--- src/logic/pvc_defs.vh ---
// register offsets, field positions, reset values and timing counts for pll override/calibration
`ifndef PVC_DEFS_VH
`define PVC_DEFS_VH

// ****************************************************************
// register offsets
// ****************************************************************
`define PVC_ADDR_PIN_OVERRIDE 8'h58
`define PVC_ADDR_OSC_TRIM     8'h59
`define PVC_ADDR_PLL_HOLD     8'h5C
`define PVC_ADDR_CAL_CONTROL  8'h5D
`define PVC_ADDR_CAL_STATUS   8'h5E

// ****************************************************************
// field positions
// ****************************************************************
`define PVC_OVR_SELECT_BIT    7
`define PVC_OVR_DIV_HI        3
`define PVC_OVR_DIV_LO        2
`define PVC_OVR_SE_BIT        1
`define PVC_OVR_EN_BIT        0
`define PVC_TRIM_HI           6
`define PVC_SETTLE_HI         6
`define PVC_SETTLE_LO         4
`define PVC_CAL_EN_BIT        0
`define PVC_HOLD_BIT          0

// ****************************************************************
// reset values
// ****************************************************************
`define PVC_RST_PIN_OVERRIDE  8'h00
`define PVC_RST_OSC_TRIM      7'h00
`define PVC_RST_PLL_HOLD      1'h0
`define PVC_RST_CAL_CONTROL   8'h40

// ****************************************************************
// timing: settle unit, in ns, and its cycle count at 125 MHz
// ****************************************************************
`define PVC_SETTLE_UNIT_NS    256
`define PVC_CLK_PERIOD_NS     8
`define PVC_SETTLE_UNIT_CYC   (`PVC_SETTLE_UNIT_NS / `PVC_CLK_PERIOD_NS)

`endif

--- src/logic/pvc_pll_ctrl.v ---
// pll pin override, oscillator trim and automatic oscillator calibration
// What this block does
// RULE1: override select 1 takes pll configuration from registers, 0 from pins.
// RULE2: with override, divide field: 0 off, 1 undivided, 2 half, 3 quarter.
// RULE3: without override, divide field ignored; two clock config pins pick output.
// RULE4: with override, single-ended select bit 1 routes single-ended reference in.
// RULE5: with override, pll enable override bit enables the pll in place of pin.
// RULE6: seven-bit trim field written by software and by calibration engine.
// RULE7: tuned trim reads back after calibration for later restore by software.
// RULE8: software must not touch trim while calibration enabled and not done.
// RULE9: software sets hold before pll programming and clears it afterwards.
// RULE10: three-bit settle field, reset 4, larger gives longer wait per trim step.
// RULE11: calibration enable bit arms engine; cleared means no calibration runs.
// RULE12: armed calibration starts when software writes 0 to hold bit while it is set.
// RULE13: engine steps trim to centre oscillator for reference and pll settings.
// RULE14: software changes calibration control only while hold bit is 1.
// RULE15: software writes reserved fields as zero.
// RULE16: done flag set when calibration completes or is skipped by disable.
// RULE17: done flag cleared when a new calibration starts.
`timescale 1ns/1ns
`include "pvc_defs.vh"
module pvc_pll_ctrl #(
  parameter TRIM_W = 7
) (
  input  wire              core_clk_i,
  input  wire              rst_n_i,
  // register port
  input  wire              reg_wr_i,
  input  wire              reg_rd_i,
  input  wire [7:0]        reg_addr_i,
  input  wire [7:0]        reg_wdata_i,
  output reg  [7:0]        reg_rdata_o,
  // configuration pins
  input  wire              pll_enable_pin_i,
  input  wire              ref_type_select_pin_i,
  input  wire              clock_cfg_pin_a_i,
  input  wire              clock_cfg_pin_b_i,
  // reference clock and oscillator comparator
  input  wire              pll_ref_clk_i,
  input  wire              osc_too_fast_i,
  // pll controls
  output wire              pll_enable_o,
  output wire              single_ended_ref_select_o,
  output wire              pll_program_hold_o,
  output wire [TRIM_W-1:0] osc_freq_trim_o,
  output wire              osc_cal_done_o,
  output wire              ref_clock_out_c_o
);

  // ****************************************************************
  // engine states
  // ****************************************************************
  localparam ST_IDLE   = 2'h0;
  localparam ST_SETTLE = 2'h1;
  localparam ST_DECIDE = 2'h2;

  // ****************************************************************
  // pin synchronisers
  // ****************************************************************
  reg  [3:0] pin_s1_r;
  reg  [3:0] pin_s2_r;

  // pins are asynchronous; first stage feeds only the second
  always @(posedge core_clk_i or negedge rst_n_i) begin
    if (!rst_n_i) begin
      pin_s1_r <= 4'h0;
      pin_s2_r <= 4'h0;
    end else begin
      pin_s1_r <= {clock_cfg_pin_b_i, clock_cfg_pin_a_i,
                   ref_type_select_pin_i, pll_enable_pin_i};
      pin_s2_r <= pin_s1_r;
    end
  end

  // comparator is analog; synchronise the same way
  reg        fast_s1_r;
  reg        fast_s2_r;

  always @(posedge core_clk_i or negedge rst_n_i) begin
    if (!rst_n_i) begin
      fast_s1_r <= 1'b0;
      fast_s2_r <= 1'b0;
    end else begin
      fast_s1_r <= osc_too_fast_i;
      fast_s2_r <= fast_s1_r;
    end
  end

  // ****************************************************************
  // registers
  // ****************************************************************
  reg  [7:0]        ovr_r;
  reg  [TRIM_W-1:0] trim_r;
  reg               hold_r;
  reg  [7:0]        cal_ctl_r;
  reg               done_r;
  reg  [1:0]        state_r;
  reg  [TRIM_W-1:0] step_r;
  reg  [15:0]       wait_r;

  wire ovr_sel  = ovr_r[`PVC_OVR_SELECT_BIT];
  wire cal_en   = cal_ctl_r[`PVC_CAL_EN_BIT];
  wire [2:0] settle = cal_ctl_r[`PVC_SETTLE_HI:`PVC_SETTLE_LO];
  wire wr_hold  = reg_wr_i && (reg_addr_i == `PVC_ADDR_PLL_HOLD);
  // hold released by a write of 0 while it was set
  wire release_hold = wr_hold && hold_r && !reg_wdata_i[`PVC_HOLD_BIT];

  // settle wait: one unit doubled per settle code; code 7 still fits 16 bits
  function [15:0] settle_cycles;
    input [2:0]  s;
    reg   [31:0] full;
    begin
      full          = `PVC_SETTLE_UNIT_CYC << s;
      settle_cycles = full[15:0];
    end
  endfunction

  // software writes; reserved bits of override and control are stored as written, hold keeps only bit 0
  always @(posedge core_clk_i or negedge rst_n_i) begin
    if (!rst_n_i) begin
      ovr_r     <= `PVC_RST_PIN_OVERRIDE;
      hold_r    <= `PVC_RST_PLL_HOLD;
      cal_ctl_r <= `PVC_RST_CAL_CONTROL;          // RULE10
    end else if (reg_wr_i) begin
      case (reg_addr_i)
        `PVC_ADDR_PIN_OVERRIDE: ovr_r     <= reg_wdata_i;
        `PVC_ADDR_PLL_HOLD:     hold_r    <= reg_wdata_i[`PVC_HOLD_BIT];
        `PVC_ADDR_CAL_CONTROL:  cal_ctl_r <= reg_wdata_i;
        default:                ovr_r     <= ovr_r;
      endcase
    end
  end

  // ****************************************************************
  // calibration engine: binary search of the trim
  // ****************************************************************
  // writing 1 to the hold bit aborts any run in progress
  always @(posedge core_clk_i or negedge rst_n_i) begin
    if (!rst_n_i) begin
      state_r <= ST_IDLE;
      trim_r  <= `PVC_RST_OSC_TRIM;
      step_r  <= {TRIM_W{1'b0}};
      wait_r  <= 16'h0000;
      done_r  <= 1'b0;
    end else if (release_hold) begin
      if (cal_en) begin                                // RULE11 RULE12
        state_r <= ST_SETTLE;
        trim_r  <= {1'b1, {(TRIM_W-1){1'b0}}};         // RULE13
        step_r  <= {2'b01, {(TRIM_W-2){1'b0}}};
        wait_r  <= settle_cycles(settle);              // RULE10
        done_r  <= 1'b0;                               // RULE17
      end else begin
        done_r  <= 1'b1;                               // RULE16
      end
    end else if (wr_hold && reg_wdata_i[`PVC_HOLD_BIT]) begin
      state_r <= ST_IDLE;
    end else begin
      case (state_r)
        ST_IDLE: begin
          // software trim write, kept off while a run is busy
          if (reg_wr_i && (reg_addr_i == `PVC_ADDR_OSC_TRIM)) begin
            trim_r <= reg_wdata_i[`PVC_TRIM_HI:0];     // RULE6
          end
        end
        ST_SETTLE: begin
          if (wait_r <= 16'h0001) begin
            state_r <= ST_DECIDE;
          end else begin
            wait_r <= wait_r - 16'h0001;               // RULE10
          end
        end
        ST_DECIDE: begin
          // lower trim by step_r if too fast, raise it by step_r otherwise; at step 0 lower by one only if too fast
          if (step_r == {TRIM_W{1'b0}}) begin
            if (fast_s2_r) begin
              trim_r <= trim_r - {{(TRIM_W-1){1'b0}}, 1'b1};
            end
            state_r <= ST_IDLE;
            done_r  <= 1'b1;                           // RULE16 RULE7
          end else begin
            if (fast_s2_r) begin
              trim_r <= trim_r - step_r;               // RULE13
            end else begin
              trim_r <= trim_r + step_r;               // RULE13
            end
            step_r  <= step_r >> 1;
            wait_r  <= settle_cycles(settle);
            state_r <= ST_SETTLE;
          end
        end
        default: state_r <= ST_IDLE;
      endcase
    end
  end

  // ****************************************************************
  // register read-back
  // ****************************************************************
  always @(posedge core_clk_i or negedge rst_n_i) begin
    if (!rst_n_i) begin
      reg_rdata_o <= 8'h00;
    end else if (reg_rd_i) begin
      case (reg_addr_i)
        `PVC_ADDR_PIN_OVERRIDE: reg_rdata_o <= ovr_r;
        `PVC_ADDR_OSC_TRIM:     reg_rdata_o <= {1'b0, trim_r};   // RULE7
        `PVC_ADDR_PLL_HOLD:     reg_rdata_o <= {7'h00, hold_r};
        `PVC_ADDR_CAL_CONTROL:  reg_rdata_o <= cal_ctl_r;
        `PVC_ADDR_CAL_STATUS:   reg_rdata_o <= {7'h00, done_r};
        default:                reg_rdata_o <= 8'h00;
      endcase
    end
  end

  // ****************************************************************
  // override muxing
  // ****************************************************************
  wire [1:0] pin_div = {pin_s2_r[3], pin_s2_r[2]};               // RULE3
  wire [1:0] div_sel = ovr_sel ? ovr_r[`PVC_OVR_DIV_HI:`PVC_OVR_DIV_LO]
                               : pin_div;                        // RULE1 RULE2

  assign pll_enable_o = ovr_sel ? ovr_r[`PVC_OVR_EN_BIT] : pin_s2_r[0];  // RULE5
  assign single_ended_ref_select_o = ovr_sel ? ovr_r[`PVC_OVR_SE_BIT]
                                             : pin_s2_r[1];      // RULE4
  assign pll_program_hold_o = hold_r;
  assign osc_freq_trim_o    = trim_r;
  assign osc_cal_done_o     = done_r;

  pvc_ref_div u_ref_div (
    .core_clk_i (core_clk_i),
    .rst_n_i    (rst_n_i),
    .ref_clk_i  (pll_ref_clk_i),
    .mode_i     (div_sel),
    .ref_out_o  (ref_clock_out_c_o)
  );

endmodule // pvc_pll_ctrl

--- src/logic/pvc_ref_div.v ---
// reference clock output divider: off, divide by 1, 2 or 4
`timescale 1ns/1ns
module pvc_ref_div (
  input  wire       core_clk_i,
  input  wire       rst_n_i,
  input  wire       ref_clk_i,
  input  wire [1:0] mode_i,
  output reg        ref_out_o
);

  // ****************************************************************
  // synchronise the reference, then divide it
  // ****************************************************************
  reg       ref_s1_r;
  reg       ref_s2_r;
  reg       ref_s3_r;
  reg [1:0] cnt_r;
  wire      rise;

  // ref_s1_r is read only by ref_s2_r
  always @(posedge core_clk_i or negedge rst_n_i) begin
    if (!rst_n_i) begin
      ref_s1_r <= 1'b0;
      ref_s2_r <= 1'b0;
      ref_s3_r <= 1'b0;
    end else begin
      ref_s1_r <= ref_clk_i;
      ref_s2_r <= ref_s1_r;
      ref_s3_r <= ref_s2_r;
    end
  end

  assign rise = ref_s2_r & ~ref_s3_r;

  // counter on each reference rise; bit 0 is /2, bit 1 is /4
  always @(posedge core_clk_i or negedge rst_n_i) begin
    if (!rst_n_i) begin
      cnt_r <= 2'h0;
    end else if (rise) begin
      cnt_r <= cnt_r + 2'h1;
    end
  end

  // output select; registered so the pin sees no glitch
  always @(posedge core_clk_i or negedge rst_n_i) begin
    if (!rst_n_i) begin
      ref_out_o <= 1'b0;
    end else begin
      case (mode_i)
        2'h0:    ref_out_o <= 1'b0;      // RULE2
        2'h1:    ref_out_o <= ref_s2_r;  // RULE2
        2'h2:    ref_out_o <= cnt_r[0];  // RULE2
        2'h3:    ref_out_o <= cnt_r[1];  // RULE2
        default: ref_out_o <= 1'b0;
      endcase
    end
  end

endmodule // pvc_ref_div
--- config.mk ---
export PLATFORM = sky130hd
export DESIGN_NAME = pvc_pll_ctrl
export DESIGN_NICKNAME = d
export VERILOG_FILES = /design/src/logic/pvc_pll_ctrl.v /design/src/logic/pvc_ref_div.v
export VERILOG_INCLUDE_DIRS = /design/src /design/src/logic
export SDC_FILE = /design/constraint.sdc
export NUM_CORES = 1
export LEC_CHECK = 0
export ABC_AREA = 1
export BUFFER_PORTS_ARGS = -buffer_cell sky130_fd_sc_hd__buf_2
export CAP_MARGIN = 20
export CORE_UTILIZATION = 53
export CTS_CLUSTER_DIAMETER = 120
export DETAILED_ROUTE_END_ITERATION = 7
export PLACE_DENSITY = 0.76
export SYNTH_ARGS = -nofsm -noshare
export SYNTH_HDL_FRONTEND = slang
export SYNTH_HIERARCHICAL = 1
export SYNTH_SLANG_ARGS = --single-unit
export TNS_END_PERCENT = 100
--- constraint.sdc ---
create_clock -name core_clk_i -period 2.15 [get_ports core_clk_i]
set_input_delay 0.215 -clock core_clk_i [delete_from_list [all_inputs] [get_ports core_clk_i]]
set_output_delay 0.215 -clock core_clk_i [all_outputs]
set_load 0.01 [all_outputs]
==> impl_metrics.json <==
{
  "outcome": "complete, but fails checks",
  "relSlewSlack_pct": 63.2,
  "hold_path.class": "input pin to flop",
  "drt_wl_total_mm": 10.8,
  "nets": 714,
  "first_iter_violations": 268,
  "die_w_um": 92.2,
  "cts_tree": "built",
  "crit_path_end_kind": "flop",
  "rsz0062_at_grt": "true",
  "first_pass_iters": 5,
  "gp_congestion": 0.880,
  "worstSetupPathType": "flop to flop",
  "netlist_instances": 599,
  "ir_drop_mv": 0.601,
  "grtUsageTotal_pct": 27.3,
  "cts_root_buf": "clkbuf_8",
  "slew_viol_final": 0,
  "power_leakage_nw": 2.83,
  "cp.required_ps": 2440,
  "core_area_um2": 7810,
  "yosysUniqueCellTypes": 37,
  "max_freq_mhz": 448,
  "route.detailed.drc": 0,
  "overflow": 0,
  "setup_tns_ps": -258,
  "violations": "negative setup slack",
  "grt_max_degree": 39,
  "fin_crit_ps": 2230,
  "place_area_um2": 4750,
  "cts_made_buffers": 9,
  "timing.final.ws_setup_ps": -80.6,
  "io_pins": 46,
  "antenna_found_initial": 0,
  "path_clk_slew_ps": 80,
  "setup_viol": 4,
  "post_drt_wl_per_cell_um": 13.8,
  "synth.yosys.seq_area_share_pct": 42.4,
  "worstPathArrival_ps": 2520,
  "netlist_area_um2": 4310,
  "clockBufferDepth": 2,
  "ys_ff_latch": 73,
  "ctsHtreeMaxLevel": 3,
  "holdWs_ps": 126,
  "crit_fanout": 5,
  "fp.dieH_um": 92.2,
  "port_buffers": 45,
  "start_util_pct": 55.3,
  "power.total_mw": 3.98,
  "vias_per_cell": 5.30,
  "clock_sinks": 73,
  "rows": 32,
  "dieArea_um2": 8500,
  "vias": 4159,
  "final_layout_size_suffix_gt1_share_pct": 21.8,
  "final_hold_viol_count": 0,
  "num-fill-cells": 673,
  "grt_pass1_vias": 3998,
  "cp-start-kind": "flop",
  "fin_area_um2": 5230,
  "dpl.hpwl_mm": 7.73,
  "syn_avg_cell_area_um2": 7.20,
  "max-cap-violations": 0,
  "antenna_cells": 0,
  "worst_slew_pin_slew_ps": 550,
  "skew_ps": 8.89,
  "yosys_warnings": 6,
  "grt_pass1_wl_mm": 18.2,
  "power_density_nw_per_um2": 760,
  "final.period_utilization_pct": 104,
  "syn2layout_area_growth_pct": 21.3,
  "worst_skew_pair.late_latency_ps": 360,
  "ant_nets": 0,
  "syn-num-nets": 636
}
[registers in the layout, indices dropped and copies added (netlist names), 2 cells and up]
name	flops
osc_freq_trim_o	7
pin_s2_r	4
pin_s1_r	4
state_r	2
ovr_r	8
wait_r	16
reg_rdata_o	8
cal_ctl_r	8
step_r	6
u_ref_div/cnt_r	2
[through the flow]
stage                     utilization [%]  setup WS [ps]  std cells
after detailed placement             60.8           -140        753
after CTS                            66.1          -29.6        784
final                                67.0          -80.6        784
after global routing                 67.0           -208        784
after global placement               60.8           5.32        753
after floorplan                         -           68.9        599
[worst max-delay path: stages, from the launching register on]
cell     delay, ps
dfrtp_1        400
inv_2           90
ha_4           140
inv_2           50
nor2_4         130
nand3_4        120
buf_6          150
nand2_4         50
inv_2           40
fa_2           380
inv_2           90
nand2_2         50
nand2_2         70
or2_4          120
nand2_2         50
a21oi_2        120
nand2_1         60
nand2_1         60
[synth_stat cells, drive strengths merged]
cell type  instances  area (um2)
nand3b             6        45.0
clkbuf             3        11.3
nor3               4        31.3
o21ai             35         175
nor2              61         283
xor2               3        26.3
nand2            238         921
dfrtp             72        1800
o21a               1        7.51
xnor2              8        70.1
or2                2        12.5
a21o               2        15.0
inv               75         282
and2               1        6.26
nand3             39         200
fa                 1        20.0
dfstp              1        26.3
a21oi             18        90.1
buf                6        43.8
o22ai              2        12.5
o211ai             3        22.5
nand4              8        86.3
ha                10         125
[where the power goes]
group	internal, mW	total (mW)	switching (mW)
clock	0.437	1.03	0.593
combinational	0.463	1.17	0.707
sequential	1.57	1.78	0.205
total	2.47	3.98	1.51
[cell usage in the layout, fill, tap and decap left out, types with 7 or more instances in the layout]
cell type / synthesis / routed
a21oi_1: 18 / 13
buf_2: 2 / 44
buf_4: 1 / 21
clkbuf_8: 0 / 9
dfrtp_1: 72 / 71
dlygate4sd3_1: 0 / 7
inv_1: 71 / 64
inv_2: 4 / 11
nand2_1: 231 / 223
nand2_2: 5 / 12
nand3_1: 38 / 33
nor2_1: 51 / 50
o21ai_0: 34 / 32
xnor2_1: 8 / 7
[repair_timing]
action	4_1_cts	5_1_grt
gates resized for setup	26	21
buffers inserted	8	1
gates cloned	0	0
endpoints found under the setup margin	4	6
hold buffers	7	0
endpoints found under the hold margin	41	0
pin swaps	19	25
[per-layer routing]
| layer | track usage, % | part of all wire (%) |
|---|---|---|
| met1 | 35.7 | 44 |
| met4 | 9.90 | 2.1 |
| met5 | 0 | 0 |
| met3 | 5.39 | 5.8 |
| met2 | 45.1 | 48 |
[final timing paths]
kind                                    start            endpoint  slack, ps  cells after the start
setup / recovery                    step_r[1]  osc_freq_trim_o[4]        -80                     17
hold / removal                       reg_rd_i      reg_rdata_o[3]        130                      3
setup reg to reg                    step_r[1]  osc_freq_trim_o[4]        -80                     17
hold reg to reg            u_ref_div/ref_s1_r  u_ref_div/ref_s2_r        350                      0
max in group asynchronous             rst_n_i        cal_ctl_r[6]       1190                      3
min in group asynchronous             rst_n_i  osc_freq_trim_o[1]        350                      2
[cells by family after synthesis]
group	Yosys count	share of synthesized area (%)
and+or+nand+nor	359	36.7
buffers and inverters	84	7.80
DFF	73	42.4
AOI/OAI and AO/OA	61	7.48
xor gates and xnor gates	11	2.23
adders and majority gates	11	3.36
[layout make-up]
type	count	area (um2)	share of cell area, %
Sequential cell	73	1830	35.0
Tap cell	102	128	2.44
Inverter	75	282	5.38
Multi-Input combinational cell	442	2310	44.2
Clock inverter	7	58.8	1.12
Timing Repair Buffer	76	502	9.59
Clock buffer	9	124	2.37
(Power assumes the default switching activity.)
